File: config.mk
export PLATFORM = sky130hd
export DESIGN_NAME = srtc_host
export DESIGN_NICKNAME = d
export VERILOG_FILES = /design/src/rtl/srtc_pkg.sv /design/src/rtl/srtc_host.sv /design/src/rtl/srtc_sync.sv
export VERILOG_INCLUDE_DIRS = /design/src /design/src/rtl
export SDC_FILE = /design/constraint.sdc
export NUM_CORES = 1
export LEC_CHECK = 0
export ABC_AREA = 1
export BUFFER_PORTS_ARGS = -buffer_cell sky130_fd_sc_hd__buf_2
export CELL_PAD_IN_SITES_DETAIL_PLACEMENT = 1
export CELL_PAD_IN_SITES_GLOBAL_PLACEMENT = 2
export CORE_ASPECT_RATIO = 0.7
export CORE_MARGIN = 4
export CORE_UTILIZATION = 42
export CTS_CLUSTER_SIZE = 25
export DETAILED_ROUTE_END_ITERATION = 12
export GPL_TIMING_DRIVEN = 0
export PLACE_DENSITY_LB_ADDON = 0.08
export SYNTH_ARGS = -nofsm -noshare
export SYNTH_HDL_FRONTEND = slang
export SYNTH_HIERARCHICAL = 1
export SYNTH_SLANG_ARGS = --single-unit
File: constraint.sdc
create_clock -name pclk -period 7.78 [get_ports pclk]
set_clock_uncertainty 0.2 [all_clocks]
set_input_delay 1.945 -clock pclk [delete_from_list [all_inputs] [get_ports pclk]]
set_output_delay 1.945 -clock pclk [all_outputs]
set_load 0.02 [all_outputs]
File: src/rtl/srtc_cfg.svh
`ifndef SRTC_CFG_SVH
`define SRTC_CFG_SVH

// register byte offsets
`define SRTC_ADDR_CTRL   8'h00
`define SRTC_ADDR_CMD    8'h04
`define SRTC_ADDR_COUNT  8'h08
`define SRTC_ADDR_PTR    8'h0C
`define SRTC_ADDR_DATA   8'h10
`define SRTC_ADDR_STAT   8'h14
`define SRTC_ADDR_DIV    8'h18

// field positions
`define SRTC_CTRL_START  0
`define SRTC_STAT_BUSY   0
`define SRTC_STAT_DONE   1
`define SRTC_STAT_ERR    2
`define SRTC_CMD_VALID   7
`define SRTC_CMD_RAM     6
`define SRTC_CMD_READ    0

// reset values
`define SRTC_CMD_RESET   8'h81
`define SRTC_COUNT_RESET 6'h01
`define SRTC_PTR_RESET   5'h00

// limits
`define SRTC_MAX_BYTES   6'h20
`define SRTC_DIV_MIN     8'h04

// timing
`define SRTC_CLK_MHZ     125
`define SRTC_HALF_NS     500
`define SRTC_HALF_CYC    ((`SRTC_HALF_NS * `SRTC_CLK_MHZ + 999) / 1000)

`endif

File: src/rtl/srtc_pkg.sv
package srtc_pkg;

  typedef enum logic [4:0] {
    ST_IDLE = 5'h01,
    ST_LOW  = 5'h02,
    ST_HIGH = 5'h04,
    ST_STOP = 5'h08,
    ST_GAP  = 5'h10
  } srtc_state_t;

endpackage

File: src/rtl/srtc_host.sv
// Notes on behaviour
// - command bit 7 must be one
// - command bit 6 picks clock or RAM
// - bits 1-5 address, bit 0 direction
// - host shifts command LSB first, eight cycles
// - transfer select high frames every transfer
// - data valid at rise, device drives at fall
// - shift clock low when select rises
// - write byte follows command, LSB first
// - address 31 selects burst mode
// - clock burst write needs all eight bytes
// - protect blocks writes; clear it first
`include "srtc_cfg.svh"
`timescale 1ns/1ps
`default_nettype none

module srtc_host (
  input  wire logic        pclk,
  input  wire logic        presetn,
  input  wire logic        psel,
  input  wire logic        penable,
  input  wire logic        pwrite,
  input  wire logic [7:0]  paddr,
  input  wire logic [31:0] pwdata,
  output var  logic [31:0] prdata,
  output var  logic        pready,
  output var  logic        pslverr,
  output var  logic        xfer_sel,
  output var  logic        shift_clk,
  input  wire logic        data_in,
  output var  logic        data_out,
  output var  logic        data_oe
);

  srtc_pkg::srtc_state_t state;

  logic [7:0]  data_mem [0:31];
  logic [7:0]  cmd;
  logic [5:0]  count;
  logic [4:0]  ptr;
  logic [7:0]  half_div;
  logic        done;
  logic        err;
  logic [7:0]  tmr;
  logic [7:0]  shreg;
  logic [2:0]  bit_idx;
  logic [5:0]  byte_idx;
  logic        in_cmd;
  logic        io_sync;
  logic        busy;
  logic        rd_xfer;
  logic        half_end;
  logic        half_mid;
  logic        acc_c;
  logic        wr_c;
  logic        rd_c;
  logic        wr_ok;
  logic        start;
  logic        start_busy;
  logic        fin_c;
  logic        store;
  logic        last;
  logic [5:0]  next_byte;
  logic [7:0]  next_data;
  logic        hit_c;
  logic [31:0] rdata_c;

  srtc_sync u_sync (
    .clk   (pclk),
    .rst_n (presetn),
    .d     (data_in),
    .q     (io_sync)
  );

  // link reads land in the buffer only after all eight bits of a byte
  // have been shifted in; a frame cut short leaves the buffer slot as it was
  // write bytes are sent whole, so a clock burst is complete only when
  // software asks for eight data bytes; fewer bytes commit nothing there
  assign busy       = (state != srtc_pkg::ST_IDLE);
  assign rd_xfer    = cmd[`SRTC_CMD_READ];
  assign half_end   = (tmr == half_div - 8'h01);
  assign half_mid   = (tmr == {1'b0, half_div[7:1]});
  assign acc_c      = psel & penable & pready;
  assign wr_c       = acc_c & pwrite;
  assign rd_c       = acc_c & ~pwrite;
  assign wr_ok      = wr_c & ~busy;
  assign start      = wr_ok & (paddr == `SRTC_ADDR_CTRL) & pwdata[`SRTC_CTRL_START];
  assign start_busy = wr_c & busy & (paddr == `SRTC_ADDR_CTRL) & pwdata[`SRTC_CTRL_START];
  assign fin_c      = (state == srtc_pkg::ST_GAP) & half_end;
  assign store      = (state == srtc_pkg::ST_HIGH) & half_end & ~in_cmd & rd_xfer
                      & (bit_idx == 3'h7);
  assign next_byte  = in_cmd ? 6'h00 : byte_idx + 6'h01;
  assign next_data  = data_mem[next_byte[4:0]];
  assign last       = in_cmd ? (count == 6'h00) : (byte_idx + 6'h01 == count);

  // apb answer: one wait state, then pready for one cycle
  // the wait state gives the decode and buffer read a full cycle
  always_ff @(posedge pclk or negedge presetn)
  begin
    if (!presetn)
      pready <= 1'b0;
    else
      pready <= psel & penable & ~pready;
  end

  always_comb
  begin
    hit_c   = 1'b1;
    rdata_c = 32'h0000_0000;
    case (paddr)
      `SRTC_ADDR_CTRL:  rdata_c = 32'h0000_0000;
      `SRTC_ADDR_CMD:   rdata_c = {24'h00_0000, cmd};
      `SRTC_ADDR_COUNT: rdata_c = {26'h000_0000, count};
      `SRTC_ADDR_PTR:   rdata_c = {27'h000_0000, ptr};
      `SRTC_ADDR_DATA:  rdata_c = {24'h00_0000, data_mem[ptr]};
      `SRTC_ADDR_STAT:  rdata_c = {29'h0000_0000, err, done, busy};
      `SRTC_ADDR_DIV:   rdata_c = {24'h00_0000, half_div};
      default:          hit_c   = 1'b0;
    endcase
  end

  always_ff @(posedge pclk or negedge presetn)
  begin
    if (!presetn)
    begin
      prdata  <= 32'h0000_0000;
      pslverr <= 1'b0;
    end
    else if (psel & penable & ~pready)
    begin
      prdata  <= pwrite ? 32'h0000_0000 : rdata_c;
      pslverr <= ~hit_c;
    end
    else
      pslverr <= 1'b0;
  end

  // transfer setup, frozen while a transfer runs
  // the command goes out as written apart from its top bit, so the
  // protect bit of the far side is cleared by software with an ordinary
  // single write to the control address before any other write
  always_ff @(posedge pclk or negedge presetn)
  begin
    if (!presetn)
    begin
      cmd      <= `SRTC_CMD_RESET;
      count    <= `SRTC_COUNT_RESET;
      half_div <= 8'(`SRTC_HALF_CYC);
    end
    else if (wr_ok)
    begin
      case (paddr)
        `SRTC_ADDR_CMD:   cmd <= pwdata[7:0];
        `SRTC_ADDR_COUNT: count <= (pwdata[5:0] > `SRTC_MAX_BYTES) ? `SRTC_MAX_BYTES
                                   : pwdata[5:0];
        `SRTC_ADDR_DIV:   half_div <= (pwdata[7:0] < `SRTC_DIV_MIN) ? `SRTC_DIV_MIN
                                      : pwdata[7:0];
        default:          cmd <= cmd;
      endcase
    end
  end

  // buffer pointer, steps after each data window read, and after each data window write made while idle
  always_ff @(posedge pclk or negedge presetn)
  begin
    if (!presetn)
      ptr <= `SRTC_PTR_RESET;
    else if (wr_c & (paddr == `SRTC_ADDR_PTR))
      ptr <= pwdata[4:0];
    else if ((rd_c | wr_ok) & (paddr == `SRTC_ADDR_DATA))
      ptr <= ptr + 5'h01;
  end

  // byte buffer: link reads land here, link writes come from here
  // no reset: contents stay unknown until software or the link fills them
  always_ff @(posedge pclk)
  begin
    if (store)
      data_mem[byte_idx[4:0]] <= shreg;
    else if (wr_ok & (paddr == `SRTC_ADDR_DATA))
      data_mem[ptr] <= pwdata[7:0];
  end

  // sticky flags, set wins over clear
  // done rises only after the select line has been low for a half period,
  // so software may start the next frame as soon as it sees done
  always_ff @(posedge pclk or negedge presetn)
  begin
    if (!presetn)
      done <= 1'b0;
    else if (fin_c)
      done <= 1'b1;
    else if (wr_c & (paddr == `SRTC_ADDR_STAT) & pwdata[`SRTC_STAT_DONE])
      done <= 1'b0;
  end

  always_ff @(posedge pclk or negedge presetn)
  begin
    if (!presetn)
      err <= 1'b0;
    else if (start_busy)
      err <= 1'b1;
    else if (wr_c & (paddr == `SRTC_ADDR_STAT) & pwdata[`SRTC_STAT_ERR])
      err <= 1'b0;
  end

  // serial engine
  // each shift clock half lasts half_div cycles; data changes only when
  // the clock falls or the select line rises, and read bits are taken at the end of the low half,
  // after the two-stage synchroniser has settled on the line level
  always_ff @(posedge pclk or negedge presetn)
  begin
    if (!presetn)
    begin
      state     <= srtc_pkg::ST_IDLE;
      tmr       <= 8'h00;
      shreg     <= 8'h00;
      bit_idx   <= 3'h0;
      byte_idx  <= 6'h00;
      in_cmd    <= 1'b0;
      xfer_sel  <= 1'b0;
      shift_clk <= 1'b0;
      data_out  <= 1'b0;
      data_oe   <= 1'b0;
    end
    else
    begin
      tmr <= tmr + 8'h01;
      case (state)
        srtc_pkg::ST_IDLE:
        begin
          tmr <= 8'h00;
          if (start)
          begin
            xfer_sel  <= 1'b1;
            shift_clk <= 1'b0;
            shreg     <= {1'b1, cmd[6:0]};
            data_out  <= cmd[0];
            data_oe   <= 1'b1;
            in_cmd    <= 1'b1;
            bit_idx   <= 3'h0;
            byte_idx  <= 6'h00;
            state     <= srtc_pkg::ST_LOW;
          end
        end
        srtc_pkg::ST_LOW:
        begin
          if (half_end)
          begin
            tmr       <= 8'h00;
            shift_clk <= 1'b1;
            if (!in_cmd & rd_xfer)
              shreg <= {io_sync, shreg[7:1]};
            state <= srtc_pkg::ST_HIGH;
          end
        end
        srtc_pkg::ST_HIGH:
        begin
          // let go of the line well before the device drives it
          if (half_mid & in_cmd & rd_xfer & (bit_idx == 3'h7))
            data_oe <= 1'b0;
          if (half_end)
          begin
            tmr       <= 8'h00;
            shift_clk <= 1'b0;
            bit_idx   <= bit_idx + 3'h1;
            if (bit_idx != 3'h7)
            begin
              state <= srtc_pkg::ST_LOW;
              if (in_cmd | ~rd_xfer)
              begin
                shreg    <= {1'b0, shreg[7:1]};
                data_out <= shreg[1];
              end
            end
            else
            begin
              in_cmd <= 1'b0;
              if (!in_cmd)
                byte_idx <= byte_idx + 6'h01;
              if (last)
              begin
                data_oe <= 1'b0;
                state   <= srtc_pkg::ST_STOP;
              end
              else
              begin
                state <= srtc_pkg::ST_LOW;
                if (!rd_xfer)
                begin
                  shreg    <= next_data;
                  data_out <= next_data[0];
                  data_oe  <= 1'b1;
                end
              end
            end
          end
        end
        srtc_pkg::ST_STOP:
        begin
          if (half_end)
          begin
            tmr      <= 8'h00;
            xfer_sel <= 1'b0;
            state    <= srtc_pkg::ST_GAP;
          end
        end
        srtc_pkg::ST_GAP:
        begin
          if (half_end)
          begin
            tmr   <= 8'h00;
            state <= srtc_pkg::ST_IDLE;
          end
        end
        default:
        begin
          xfer_sel  <= 1'b0;
          shift_clk <= 1'b0;
          data_oe   <= 1'b0;
          state     <= srtc_pkg::ST_IDLE;
        end
      endcase
    end
  end

endmodule // srtc_host

`default_nettype wire

File: src/rtl/srtc_sync.sv
`timescale 1ns/1ps
`default_nettype none

module srtc_sync (
  input  wire logic clk,
  input  wire logic rst_n,
  input  wire logic d,
  output var  logic q
);

  logic meta;

  always_ff @(posedge clk or negedge rst_n)
  begin
    if (!rst_n)
    begin
      meta <= 1'b0;
      q    <= 1'b0;
    end
    else
    begin
      meta <= d;
      q    <= meta;
    end
  end

endmodule // srtc_sync

`default_nettype wire

After elaboration in Yosys (flattened, before gate mapping)
Memory sizes are Yosys's and may differ from the RTL's.
Index checks and enable logic that the tools add are counted.
W data, S select, Z words.
{"block": "classes", "n_lt_le_gt_ge": 2, "muxes": 71, "addsub": 5, "n_reduce_logical": 26, "n_bitwise": 37, "eq_ne": 28}
{"operator": "$mux W8", "n": 11}
{"operator": "$pmux W8 S6", "n": 1}
{"operator": "$mux W5", "n": 9}
{"operator": "$mux W32", "n": 1}
{"operator": "$mux W1", "n": 30}
{"operator": "$mux W6", "n": 5}
{"operator": "$and A1 B1 Y1", "n": 26}
{"operator": "$pmux W5 S5", "n": 1}
{"operator": "$eq A8 B5 Y1 const B", "n": 3}
{"operator": "$pmux W8 S3", "n": 1}
{"operator": "$eq A8 B4 Y1 const B", "n": 2}
{"operator": "$ne A2 B2 Y1 const B", "n": 8}
{"operator": "$pmux W8 S2", "n": 1}
{"operator": "$pmux W6 S2", "n": 1}
{"operator": "$reduce_and A5 Y1", "n": 2}
{"operator": "$ne A3 B2 Y1 const B", "n": 3}
{"operator": "$not A1 Y1", "n": 9}
{"operator": "$add A8 B1 Y8 const B", "n": 1}
{"operator": "$eq A8 B3 Y1 const B", "n": 1}
{"operator": "$eq A8 B7 Y1", "n": 1}
{"operator": "$eq A8 B8 Y1", "n": 1}
{"operator": "$logic_not A8 Y1", "n": 1}
{"operator": "$lt A8 B3 Y1 const B", "n": 1}
{"operator": "$mux W4", "n": 2}
{"operator": "34 further kinds", "n": 47}
{"block": "word_totals", "input_bits": 46, "n_memories": 1, "ramBits": 256, "regBits": 100, "wordCells": 191, "output_inout_bits": 38}
{"memory": "data_mem", "words": 32, "word_bits": 8, "read_ports": 2, "rd_ports_with_merged_regs": 0, "write_ports": 1, "line": "srtc_host.sv:37", "rtl": "logic [7:0] data_mem [0:31];"}

Longest topological paths before layout
Gate-level depths: netlist of the first run.
{"block": "logic_depth", "depth_word": 10, "depth_mapped": 16}

By module
The synthesis of the first run kept the hierarchy.
{"module": "srtc_host", "cells_each": 2004, "instances": 1, "area_each_um2": 17529.3, "seq_area_each_um2": 9551.7}
{"module": "srtc_sync", "cells_each": 2, "instances": 1, "area_each_um2": 50.0, "seq_area_each_um2": 50.0}

Worst setup path before layout of the first run
Ideal clock, no wire load.
{"block": "synth_timing", "kind": "in2reg", "from": "input port paddr[1]", "to": "memory data_mem[0][5] (data pin)", "setup_ns": 0.454, "path_stages": 8, "arrival_ns": 4.365, "setup_slack_ns": 2.761, "path_buffers": 2, "path_cell_list": "or2_1 nor2_2 nand2_1 nor2_1 nand2_4 buf_6 clkbuf_1 o21ai_0"}
{"block": "synth_via", "elab_chain_len": 7}
{"item": "start: declaration", "line": "srtc_host.sv:23", "rtl": "input wire logic [7:0] paddr,"}
{"item": "$eq A8 B5 Y1"}
{"item": "$and A1 B1 Y1", "line": "srtc_host.sv:180", "rtl": "else if (wr_ok & (paddr == `SRTC_ADDR_DATA))"}
{"item": "$mux W1", "line": "srtc_host.sv:180"}
{"item": "$mux W1", "line": "srtc_host.sv:178", "rtl": "if (store)"}
{"item": "$mux W1 (implied by the code)", "line": "srtc_host.sv:181", "rtl": "data_mem[ptr] <= pwdata[7:0];"}
{"item": "$reduce_or A8 Y1 (no line)"}
{"item": "$mux W8 (no line)"}
{"item": "end: declaration", "line": "srtc_host.sv:37"}
Every way passes these cells.

Worst setup path after layout of the first run
{"block": "layout_timing", "from": "input port paddr[1]", "to": "memory data_mem[27][7] (enable)"}
{"block": "layout_via", "elab_chain_len": 7}
{"item": "$eq A8 B5 Y1 (*)"}
{"item": "$and A1 B1 Y1 (*)", "line": "srtc_host.sv:180"}
{"item": "$mux W1 (*)", "line": "srtc_host.sv:180"}
{"item": "$mux W1 (*)", "line": "srtc_host.sv:178"}
{"item": "$mux W1 (implied by the code) (*)", "line": "srtc_host.sv:181"}
{"item": "$reduce_or A8 Y1 (no line)"}
{"item": "$mux W5 (no line) or $mux W1 (tied branches)"}
Mark *: on every way between the ends. The rest lies on a longest branch, timed or not.

==> PnR_summary.wiki, run 1 <==
{| class="wikitable"
! Metric !! Value
|-
| Minimum clock period after layout || 4930 ps
|-
| CP startpoint || paddr[1]
|-
| Post-synthesis area per instance || 8.76 µm²
|-
| Unrepaired setup endpoints after global routing || no
|-
| Final Max Slew Viols || 0
|-
| Final Cycle Share || 63.4%
|-
| Worst EP arrival || 4890 ps
|-
| Initial core utilization || 42.7%
|-
| Standby leakage power || 8.06 nW
|-
| Total design power || 4.53 mW
|-
| Post-detail-place hpwl || 62.7 mm
|-
| Max Root-Sink Buffers || 3
|-
| Remaining max-slew budget at the tightest pin || 8.81%
|-
| Core ar. || 41200 µm²
|-
| Post-CTS Hold Buffers || 0
|-
| Post-route DRC || 0
|-
| Category of the worst setup path capture point || flop
|-
| Number of post-CTS setup repair buffers || 0
|-
| R2R cell count || 7
|-
| Via total after detailed routing || 17100
|-
| Distinct cells, synth || 46
|-
| Reg-to-Reg Start || ptr[1]
|-
| Synth top area cells || sky130_fd_sc_hd__edfxtp_1 44%, sky130_fd_sc_hd__dfrtp_1 9.4%, sky130_fd_sc_hd__nand2_1 8.8%
|-
| End-of-flow core utilization || 48.5%
|-
| Clock Pin Slew Worst Setup and Hold Paths || 60 ps
|-
| Setup slack, reg-to-reg || 3660 ps
|-
| Maximum number of pins on one net before global-route repair || 60
|-
| Reg2reg end || data_mem[25][3]
|-
| Final number of hold-violating endpoints || 0
|-
| Commonest non-fill, non-tap cell in the layout || sky130_fd_sc_hd__nand2_1
|-
| Crit path max-delay family || simple AND/OR/NAND/NOR gates
|-
| Count of yosys warnings during synthesis || 6
|-
| Capturing instance or port of the critical path || data_mem[27][7]
|-
| Type of the most critical hold path || flop to flop
|-
| H-Tree Depth || 2
|-
| Die W || 253 µm
|-
| Max-Cap Viols || 0
|-
| Nets || 2163
|-
| Die ar. || 45200 µm²
|-
| Outcome || finished, final reports clean
|-
| Largest stage delay on the critical path || 1020 ps
|-
| Vias in the first global route || 16400
|-
| Part of the Yosys area used for sequential elements || 54.6%
|-
| Buffer type at the clock tree root || sky130_fd_sc_hd__clkbuf_16
|-
| CP max FO || 9
|-
| Worst Tran Pin Value || 1370 ps
|-
| Number of antenna violations at the first check in global routing || 5
|-
| Number of DRC markers after the initial detailed-route iteration || 2679
|-
| Number of placed cells counting well taps || 2617
|-
| Number of flip-flops and latches in the synthesized netlist || 332
|-
| Die Y || 179 µm
|-
| Grt ovf || 0
|-
| Share of cells above drive strength 1 || 10.2%
|-
| Most area-hungry cell type in the Yosys netlist || sky130_fd_sc_hd__edfxtp_1
|-
| First-pass GRT wire length || 120 mm
|-
| Maximum clock frequency || 203 MHz
|-
| Latest clock arrival within the worst-skew pair || 560 ps
|-
| Growth of design area from synthesis to finish || 13.7%
|-
| Share of synthesized flip-flops with an asynchronous set or reset || 22.9%
|-
| CP Depth || 11
|-
| Commonest non-fill, non-tap cells in the layout || 412 x sky130_fd_sc_hd__nand2_1, 256 x sky130_fd_sc_hd__edfxtp_1, 226 x sky130_fd_sc_hd__o21ai_0
|-
| PortBufs || 35
|-
| Final non-filler cell total || 2678
|-
| Critical-path cell with the highest stage delay || sky130_fd_sc_hd__nor2_1
|-
| Count of antenna-violating nets left after detailed routing || 0
|-
| Count of standard-cell rows || 62
|-
| WP buf/inv || 2
|-
| Diodes inserted || 0
|-
| Number of sinks on the clock net || 332
|-
| Number of clock buffers inserted by TritonCTS || 36
|-
| Wire length after detailed routing || 85.3 mm
|-
| Via count normalized by instance count || 6.37
|-
| Required time at the worst-slack endpoint || 7740 ps
|-
| Power Density || 227 nW/µm²
|-
| Average wire length per cell after detail routing || 31.9 µm
|-
| Routability congestion estimate || 1.01
|-
| Gate count after technology mapping || 2006
|-
| Worst Setup Start Kind || input pin
|-
| Top-level I/O count || 84
|-
| Aggregate global-route resource usage || 37.4%
|-
| Gates resized, CTS repair || 0
|-
| Worst voltage drop across the vdd grid || 0.000188 V
|-
| WS Path Type || input pin to flop
|-
| Endpoints failing setup || 0
|-
| Post-synthesis instance area || 17600 µm²
|-
| CTS tree || built
|-
| Critical path, cell by cell || buf_2 > or2_1 > nor2_2 > nand2_1 > nor2_1 > nand2_4 > nand2_1 > o21ai_1 > inv_1 > nand3_2 > nor2_1
|-
| Post-synth EDFFs || 256
|-
| Synth Flop Type || sky130_fd_sc_hd__edfxtp_1
|-
| Share of the synthesized area in the top cell type || 43.7%
|-
| First-pass DRT Iterations || 5
|}
-- worst reg2reg max path, stage by stage (launching register included) --
cell and delay [ps]:
sky130_fd_sc_hd__dfrtp_1 390, sky130_fd_sc_hd__clkbuf_1 310, sky130_fd_sc_hd__inv_1 430, sky130_fd_sc_hd__clkbuf_1 670, sky130_fd_sc_hd__o21ai_2 200, sky130_fd_sc_hd__inv_1 140, sky130_fd_sc_hd__nand3_2 360, sky130_fd_sc_hd__nor2_1 1030
-- final cells by class --
class | instances | area (µm²)
fill | 4831 | 21200
sequential | 332 | 9600
multi-input combinational | 1358 | 6740
clock buffer | 44 | 982
inverter | 207 | 777
tap | 544 | 681
buffer | 132 | 637
timing repair buffer | 44 | 410
clock inverter | 17 | 161
-- through the flow --
step	setup WS [ps]	TNS (ps)	area, µm²	hold WS, ps
finish	2850	0	20000	159
detailed placement	2410	0	18800	148
global placement	-846	-104980	18500	133
CTS	2940	0	20000	169
global route	2760	0	20000	183
floorplan	2760	0	17700	131
-- power breakdown --
group	internal, mW	total, mW	switching, mW	leakage (nW)
Clock	0.995	1.75	0.758	0.565
Combinational	0.191	0.740	0.549	4.21
Sequential	2.00	2.04	0.0326	3.29
Total	3.19	4.53	1.34	8.06
-- metal layers --
layer	wire, µm	global-route usage [%]
met1	36800	56.1
met5	31	0
met2	32700	50.1
met4	2830	10.8
met3	12900	13.8
-- synthesized netlist by cell type, types with 5 or more instances --
cell type                    n
sky130_fd_sc_hd__nand3_1   217
sky130_fd_sc_hd__dfrtp_1    66
sky130_fd_sc_hd__nand3_2     7
sky130_fd_sc_hd__nand2_2     7
sky130_fd_sc_hd__buf_4      26
sky130_fd_sc_hd__dfstp_2    10
sky130_fd_sc_hd__o21ai_0   234
sky130_fd_sc_hd__xnor2_1     5
sky130_fd_sc_hd__o211ai_1   57
sky130_fd_sc_hd__inv_2       9
sky130_fd_sc_hd__edfxtp_1  256
sky130_fd_sc_hd__buf_2      29
sky130_fd_sc_hd__clkinv_1    5
sky130_fd_sc_hd__xor2_1     11
sky130_fd_sc_hd__nor2_1    117
sky130_fd_sc_hd__o22ai_1    39
sky130_fd_sc_hd__nor3_1     11
sky130_fd_sc_hd__clkbuf_1   67
sky130_fd_sc_hd__ha_1        6
sky130_fd_sc_hd__nor2_2      9
sky130_fd_sc_hd__a21oi_1   130
sky130_fd_sc_hd__nand4_1    25
sky130_fd_sc_hd__buf_1       9
sky130_fd_sc_hd__nand2_1   412
sky130_fd_sc_hd__inv_1     193
sky130_fd_sc_hd__o21bai_1   14
-- flip-flops by register name (all words and copies together), names as in the netlist, 5 cells and up --
register,flops
byte_idx,6
shreg,8
count,6
state,5
cmd,8
ptr,5
half_div,8
data_mem,256
tmr,8
prdata,8
-- cell families (layout without fill, tap and decap cells) --
group                      count (synthesis)  count (layout)  synth area share, %
and+or+nand+nor                          820             820                 20.4
AOI/OAI and AO/OA                        492             492                 15.7
buffers and inverters                    339             444                 8.04
DFF                                      332             332                 54.6
xor gates and xnor gates                  16              16                0.797
adders and majority gates                  6               6                0.427
other                                      1              24               0.0213
-- how the worst min path moves through the flow --
| stage | from | endpoint | slack (ps) | cells after the start |
|---|---|---|---|---|
| after global placement | u_sync/meta | u_sync/q | 130 | 0 |
| final | u_sync/meta | u_sync/q | 160 | 0 |
| after global routing | u_sync/meta | u_sync/q | 180 | 0 |
| after floorplan | u_sync/meta | u_sync/q | 130 | 0 |
| after CTS | u_sync/meta | u_sync/q | 170 | 0 |
| after detailed placement | u_sync/meta | u_sync/q | 150 | 0 |
Power figures use the tool's default switching activity.
==> run 2, diff against run 1 <==
--- a/config.mk
+++ b/config.mk
@@ -6,13 +6,13 @@
 export SDC_FILE = /design/constraint.sdc
 export NUM_CORES = 1
 export LEC_CHECK = 0
-export ABC_AREA = 1
+export ABC_AREA = 0
 export BUFFER_PORTS_ARGS = -buffer_cell sky130_fd_sc_hd__buf_2
 export CELL_PAD_IN_SITES_DETAIL_PLACEMENT = 1
 export CELL_PAD_IN_SITES_GLOBAL_PLACEMENT = 2
 export CORE_ASPECT_RATIO = 0.7
 export CORE_MARGIN = 4
-export CORE_UTILIZATION = 42
+export CORE_UTILIZATION = 40
 export CTS_CLUSTER_SIZE = 25
 export DETAILED_ROUTE_END_ITERATION = 12
 export GPL_TIMING_DRIVEN = 0
==> constraint.sdc (replaced) <==
create_clock -name pclk -period 4.25 [get_ports pclk]
set_clock_uncertainty 0.2 [all_clocks]
set_input_delay 1.0625 -clock pclk [delete_from_list [all_inputs] [get_ports pclk]]
set_output_delay 1.0625 -clock pclk [all_outputs]
set_load 0.02 [all_outputs]
==> PnR_summary.wiki, run 2 <==
{| class="wikitable"
! Metric !! Value
|-
| Outcome || finished with violations
|-
| Violated checks || negative setup slack
|-
| Final non-filler cell total || 1975
|-
| Gate count after technology mapping || 1268
|-
| Dominant cell type by count on the critical path || sky130_fd_sc_hd__clkbuf_2
|-
| Count of antenna-violating nets left after detailed routing || 0
|-
| Share of synthesized flip-flops with an asynchronous set or reset || 22.9%
|-
| Post-route DRC || 0
|-
| Grt ovf || 0
|-
| Diodes inserted || 0
|-
| Category of the worst setup path capture point || flop
|-
| Aggregate global-route resource usage || 27.7%
|-
| Hold Path Depth || 0
|-
| Via total after detailed routing || 12400
|-
| Synth Flop Type || sky130_fd_sc_hd__edfxtp_1
|-
| Share of cells above drive strength 1 || 27.1%
|-
| Vias in the first global route || 12400
|-
| Top-level I/O count || 84
|-
| Reg-to-Reg Start || byte_idx[1]
|-
| Worst Setup Start Kind || flop
|-
| CP startpoint || byte_idx[1]
|-
| Largest stage delay on the critical path || 730 ps
|-
| Distinct cells, synth || 76
|-
| Post-layout worst setup margin || -37.5 ps
|-
| Growth of design area from synthesis to finish || 17.6%
|-
| Number of placed cells counting well taps || 1884
|-
| Post-synth EDFFs || 256
|-
| Final Cycle Share || 101%
|-
| Critical-path cell with the highest stage delay || sky130_fd_sc_hd__o21ai_0
|-
| Buffer type at the clock tree root || sky130_fd_sc_hd__clkbuf_16
|-
| Commonest non-fill, non-tap cells in the layout || 256 x sky130_fd_sc_hd__edfxtp_1, 132 x sky130_fd_sc_hd__nand2_1, 99 x sky130_fd_sc_hd__mux4_2
|-
| CP max FO || 10
|-
| Type of the most critical hold path || flop to flop
|-
| Cell-internal power || 5.78 mW
|-
| Combinational power share || 10.2%
|-
| Post-synthesis area per instance || 13.5 µm²
|-
| Setup TNS Final || -38.2 ps
|-
| Share of the synthesized area in the top cell type || 44.9%
|-
| R2R cell count || 8
|-
| Number of clock buffers inserted by TritonCTS || 36
|-
| Ranking of synthesized cells by instance count || 256 x sky130_fd_sc_hd__edfxtp_1, 132 x sky130_fd_sc_hd__nand2_1, 99 x sky130_fd_sc_hd__mux4_2
|-
| Wire length after detailed routing || 65.3 mm
|-
| Count of filler cells inserted in the layout || 4224
|-
| Post-CTS Hold Buffers || 0
|-
| Final Max Slew Viols || 0
|-
| Minimum clock period after layout || 4290 ps
|-
| Reg2reg end || shreg[1]
|-
| Worst EP arrival || 4510 ps
|-
| Destination of the worst hold path || u_sync/q
|-
| Routability congestion estimate || 0.880
|-
| Top-count cell post-synth || sky130_fd_sc_hd__edfxtp_1
|-
| First-pass DRT Iterations || 7
|-
| Setup slack, reg-to-reg || -40 ps
|-
| Worst Tran Pin Value || 1310 ps
|-
| Number of sinks on the clock net || 332
|-
| Worst voltage drop across the vdd grid || 0.000293 V
|-
| Largest register FFs || 256
|-
| Largest register by flop count || data_mem
|-
| Number of flip-flops and latches in the synthesized netlist || 332
|-
| PortBufs || 34
|-
| Clock share of power || 42.4%
|-
| Post-detail-place hpwl || 47.0 mm
|-
| Count of yosys warnings during synthesis || 6
|-
| Die W || 255 µm
|-
| Number of antenna violations at the first check in global routing || 1
|-
| WS Path Type || flop to flop
|-
| Die ar. || 46200 µm²
|-
| Sw Pwr || 1.99 mW
|-
| CTS tree || built
|-
| Via count normalized by instance count || 6.25
|-
| Remaining max-slew budget at the tightest pin || 11.8%
|-
| Switching power share of the total || 25.6%
|-
| Power Density || 385 nW/µm²
|-
| Core ar. || 42300 µm²
|-
| Count of standard-cell rows || 63
|-
| Average wire length per cell after detail routing || 33.1 µm
|-
| Standby leakage power || 7.25 nW
|-
| Latest clock arrival within the worst-skew pair || 540 ps
|-
| Worst min-delay path startpoint || u_sync/meta
|-
| Clock Pin Slew Worst Setup and Hold Paths || 70 ps
|-
| Part of the power in registers || 47.4%
|-
| Initial core utilization || 40.5%
|-
| Max Root-Sink Buffers || 3
|-
| Final number of hold-violating endpoints || 0
|-
| Part of the Yosys area used for sequential elements || 56.1%
|-
| Max-Cap Viols || 0
|-
| Die Y || 181 µm
|-
| Number of DRC markers after the initial detailed-route iteration || 1428
|-
| Critical path, cell by cell || ha_1 > xor2_4 > clkbuf_2 > clkbuf_2 > a311oi_1 > o21ai_0 > o311ai_0 > mux2_2
|-
| Required time at the worst-slack endpoint || 4470 ps
|-
| Post-synthesis instance area || 17100 µm²
|-
| Maximum clock frequency || 233 MHz
|-
| Maximum number of pins on one net before global-route repair || 63
|-
| Nets || 1448
|-
| Synth top area cells || sky130_fd_sc_hd__edfxtp_1 45%, sky130_fd_sc_hd__mux4_2 13%, sky130_fd_sc_hd__dfrtp_1 9.6%
|-
| Endpoints failing setup || 2
|-
| First-pass GRT wire length || 92.7 mm
|-
| Commonest non-fill, non-tap cell in the layout || sky130_fd_sc_hd__edfxtp_1
|-
| H-Tree Depth || 2
|-
| Most area-hungry cell type in the Yosys netlist || sky130_fd_sc_hd__edfxtp_1
|}
run 2: cell count changes after synthesis, moves of 72 or more:
cell / change
sky130_fd_sc_hd__nand2_1: -280
sky130_fd_sc_hd__o21ai_0: -190
sky130_fd_sc_hd__nand3_1: -185
sky130_fd_sc_hd__inv_1: -177
sky130_fd_sc_hd__a21oi_1: -103
sky130_fd_sc_hd__mux4_2: +99
sky130_fd_sc_hd__nor2_1: -72
run 2: worst max-delay path, delay by kind of cell (launching register included):
kind	cells	cell delay (ps)
multiplexers	1	350
XOR/XNOR	1	450
adder cells (fa/ha/maj)	1	460
flip-flops	1	520
buffers and inverters	2	930
AO/OA/AOI/OAI	3	1220
run 2: stage by stage:
step,hold WS (ps),setup slack (ps),area [µm²],util (%),total power [mW]
after global routing,177,-18.5,20100,47.6,8.03
final,159,-37.5,20100,47.6,7.76
after detailed placement,138,-1220,18300,43.2,4.52
after floorplan,131,203,17200,-,4.21
after global placement,145,-1310,18100,42.7,4.50
after CTS,161,-269,19800,46.7,7.79
run 2: worst max-delay path by stage:
stage / end / cells after the start
after floorplan: data_mem[5][0] / 7
after global placement: data_mem[1][2] / 8
after detailed placement: data_mem[20][5] / 8
after CTS: data_mem[24][7] / 8
after global routing: data_mem[18][1] / 9
final: shreg[1] / 8
run 2: layout make-up:
| cell class | instances | area [µm²] | share of cell area, % |
|---|---|---|---|
| repair buffers | 70 | 641 | 3.18 |
| plain buffers | 105 | 539 | 2.68 |
| clock inverters | 20 | 228 | 1.13 |
| well taps | 552 | 691 | 3.43 |
| flip-flops and latches | 332 | 9600 | 47.7 |
| clock buffers | 45 | 966 | 4.80 |
| multi-input cells | 833 | 7410 | 36.8 |
| inverters | 18 | 67.6 | 0.335 |
run 2: power by group through the flow:
stage | clock network, mW | logic, mW | registers (mW)
after floorplan | 0 | 0.481 | 3.73
after global placement | 0 | 0.758 | 3.75
after detailed placement | 0 | 0.770 | 3.75
after CTS | 3.33 | 0.772 | 3.68
after global routing | 3.47 | 0.865 | 3.69
final | 3.29 | 0.790 | 3.68
run 2: cells by family (layout without fill, tap and decap cells):
logic type,after synthesis,in the layout,share of synthesized area (%)
fa+ha+maj,6,6,0.438
xor+xnor,34,34,1.74
other cells,1,24,0.0219
simple gates,368,368,10.6
mux,189,189,18.5
compound gates,212,212,9.08
flops,332,332,56.1
buf+inv,126,258,3.49
run 2: per-layer routing:
metal | vias up | track usage, % | share of wire [%]
li1 | 5226 | - | -
met1 | 6528 | 41.5 | 46
met2 | 522 | 38.2 | 41
met3 | 75 | 11.8 | 12
met4 | 2 | 4.43 | 1.5
met5 | - | 0 | 0.026
run 2: timing repair:
item                                    in CTS  in global routing
pin swaps                                    8                 16
endpoints found under the setup margin     263                262
setup buffers                               12                 17
resized for setup                           32                 32
==> run 3, diff against run 2 <==
--- a/config.mk
+++ b/config.mk
@@ -12,7 +12,8 @@
 export CELL_PAD_IN_SITES_GLOBAL_PLACEMENT = 2
 export CORE_ASPECT_RATIO = 0.7
 export CORE_MARGIN = 4
-export CORE_UTILIZATION = 40
+export CORE_UTILIZATION = 41
+export CTS_BUF_LIST = sky130_fd_sc_hd__clkbuf_4
 export CTS_CLUSTER_SIZE = 25
 export DETAILED_ROUTE_END_ITERATION = 12
 export GPL_TIMING_DRIVEN = 0
==> constraint.sdc (replaced) <==
create_clock -name pclk -period 4.25 [get_ports pclk]
set_clock_uncertainty 0.2 [all_clocks]
set_input_delay 1.275 -clock pclk [delete_from_list [all_inputs] [get_ports pclk]]
set_output_delay 1.275 -clock pclk [all_outputs]
set_load 0.02 [all_outputs]
==> PnR_summary.wiki, run 3 (synthesis gave the netlist of run 2 again) <==
{| class="wikitable"
! Metric !! Value
|-
| Outcome || finished, final reports clean
|-
| Setup slack, reg-to-reg || 70 ps
|-
| Nets || 1496
|-
| Grt ovf || 0
|-
| Setup TNS Final || 0 ps
|-
| Growth of design area from synthesis to finish || 16.3%
|-
| Commonest non-fill, non-tap cell in the layout || sky130_fd_sc_hd__edfxtp_1
|-
| Total design power || 7.42 mW
|-
| H-Tree Depth || 3
|-
| Share of cells above drive strength 1 || 30.4%
|-
| Top-level I/O count || 84
|-
| Worst Tran Pin Value || 1350 ps
|-
| Number of DRC markers after the initial detailed-route iteration || 1343
|-
| Post-route DRC || 0
|-
| CTS tree || built
|-
| Cell area after placement || 18500 µm²
|-
| Count of antenna-violating nets left after detailed routing || 0
|-
| Required time at the worst-slack endpoint || 4700 ps
|-
| Number of antenna violations at the first check in global routing || 4
|-
| Worst voltage drop across the vdd grid || 0.000288 V
|-
| Initial core utilization || 41.6%
|-
| Maximum clock frequency || 239 MHz
|-
| Category of the worst setup path capture point || flop
|-
| Die Y || 179 µm
|-
| Max-Cap Viols || 0
|-
| Wire length after detailed routing || 64.2 mm
|-
| Type of the most critical hold path || flop to flop
|-
| Count of standard-cell rows || 62
|-
| Largest register by flop count || data_mem
|-
| Number of sinks on the clock net || 332
|-
| PortBufs || 34
|-
| Final number of hold-violating endpoints || 0
|-
| Max Root-Sink Buffers || 3
|-
| Final Cycle Share || 98.4%
|-
| Maximum number of pins on one net before global-route repair || 56
|-
| First-pass DRT Iterations || 5
|-
| Average wire length per cell after detail routing || 31.1 µm
|-
| Via count normalized by instance count || 6.23
|-
| Worst Setup Start Kind || flop
|-
| Worst EP arrival || 4640 ps
|-
| Aggregate global-route resource usage || 28.4%
|-
| Standby leakage power || 7.27 nW
|-
| Hold WS || 154 ps
|-
| CP max FO || 10
|-
| Routability congestion estimate || 0.885
|-
| Finished layout cell area || 19900 µm²
|-
| Post-detail-place hpwl || 46.7 mm
|-
| Area of the multi-input gates || 7320 µm²
|-
| Core ar. || 41100 µm²
|-
| Latest clock arrival within the worst-skew pair || 830 ps
|-
| Buffer type at the clock tree root || sky130_fd_sc_hd__clkbuf_4
|-
| Commonest non-fill, non-tap cells in the layout || 256 x sky130_fd_sc_hd__edfxtp_1, 132 x sky130_fd_sc_hd__nand2_1, 127 x sky130_fd_sc_hd__clkbuf_4
|-
| Number of placed cells counting well taps || 1890
|-
| Post-layout worst setup margin || 66.0 ps
|-
| WS Path Type || flop to flop
|-
| Remaining max-slew budget at the tightest pin || 10.3%
|-
| Clock Pin Slew Worst Setup and Hold Paths || 70 ps
|-
| End-of-flow core utilization || 48.4%
|-
| Final Max Slew Viols || 0
|-
| Endpoints failing setup || 0
|-
| Vias in the first global route || 12600
|-
| Register Area || 9600 µm²
|-
| Via total after detailed routing || 12800
|-
| Largest register FFs || 256
|-
| Die ar. || 45200 µm²
|-
| Die W || 252 µm
|-
| Power Density || 373 nW/µm²
|-
| Final non-filler cell total || 2062
|-
| Minimum clock period after layout || 4180 ps
|-
| Number of clock buffers inserted by TritonCTS || 87
|-
| Placement-stage worst setup slack || -1010 ps
|-
| First-pass GRT wire length || 91.0 mm
|-
| Count of filler cells inserted in the layout || 4219
|-
| Post-CTS Hold Buffers || 0
|}
## run 3: cell types whose count changed in the layout (fill, tap and decap cells not counted), moves of 7 or more
cell,change
sky130_fd_sc_hd__clkbuf_4,+127
sky130_fd_sc_hd__clkbuf_16,-37
sky130_fd_sc_hd__clkinv_1,+19
sky130_fd_sc_hd__buf_6,+12
sky130_fd_sc_hd__buf_12,-9
sky130_fd_sc_hd__buf_4,-7
## run 3: cell type report
cell class / instances / share of cell area (%)
repair buffers: 67 / 2.75
well taps: 544 / 3.42
clock inverters: 34 / 1.01
plain buffers: 105 / 2.73
diodes: 2 / 0.0251
inverters: 18 / 0.339
clock buffers: 127 / 4.79
multi-input cells: 833 / 36.7
flip-flops and latches: 332 / 48.2
## run 3: routing by layer
metal / track usage (%) / vias up / wire [µm] / share of wire, %
met3: 10.1 / 113 / 7410 / 12
met2: 38.3 / 664 / 26200 / 41
met5: 1.10 / - / 66 / 0.10
met4: 8.06 / 2 / 1620 / 2.5
met1: 42.7 / 6681 / 28900 / 45
li1: - / 5378 / - / -
## run 3: path summary, 6_finish.rpt
check                            startpoint       end  cells after the start
max in group asynchronous           presetn    cmd[0]                      2
worst max-delay path            byte_idx[0]  shreg[5]                      8
min in group asynchronous           presetn    tmr[4]                      1
worst min register to register  u_sync/meta  u_sync/q                      0
worst max register to register  byte_idx[0]  shreg[5]                      8
worst min-delay path            u_sync/meta  u_sync/q                      0
## run 3: repair_timing
item / 4_1_cts / 5_1_grt
gates cloned: 0 / 0
pin swaps: 6 / 4
setup buffers: 7 / 5
setup endpoints to repair: 258 / 167
gates resized for setup: 26 / 13
## run 3: critical path: stages (launching register included)
cell and delay, ps:
sky130_fd_sc_hd__dfrtp_1 350, sky130_fd_sc_hd__buf_2 220, sky130_fd_sc_hd__buf_2 450, sky130_fd_sc_hd__buf_1 620, sky130_fd_sc_hd__clkbuf_1 740, sky130_fd_sc_hd__mux4_2 420, sky130_fd_sc_hd__o22ai_1 460, sky130_fd_sc_hd__o311ai_0 250
sky130_fd_sc_hd__mux2_2 300
## run 3: power by group
group	internal, mW	switching (mW)	leakage (nW)	total (mW)
clock network	1.50	1.45	0.672	2.96
registers	3.61	0.0573	3.34	3.67
logic	0.239	0.557	3.25	0.796
total	5.36	2.07	7.27	7.42
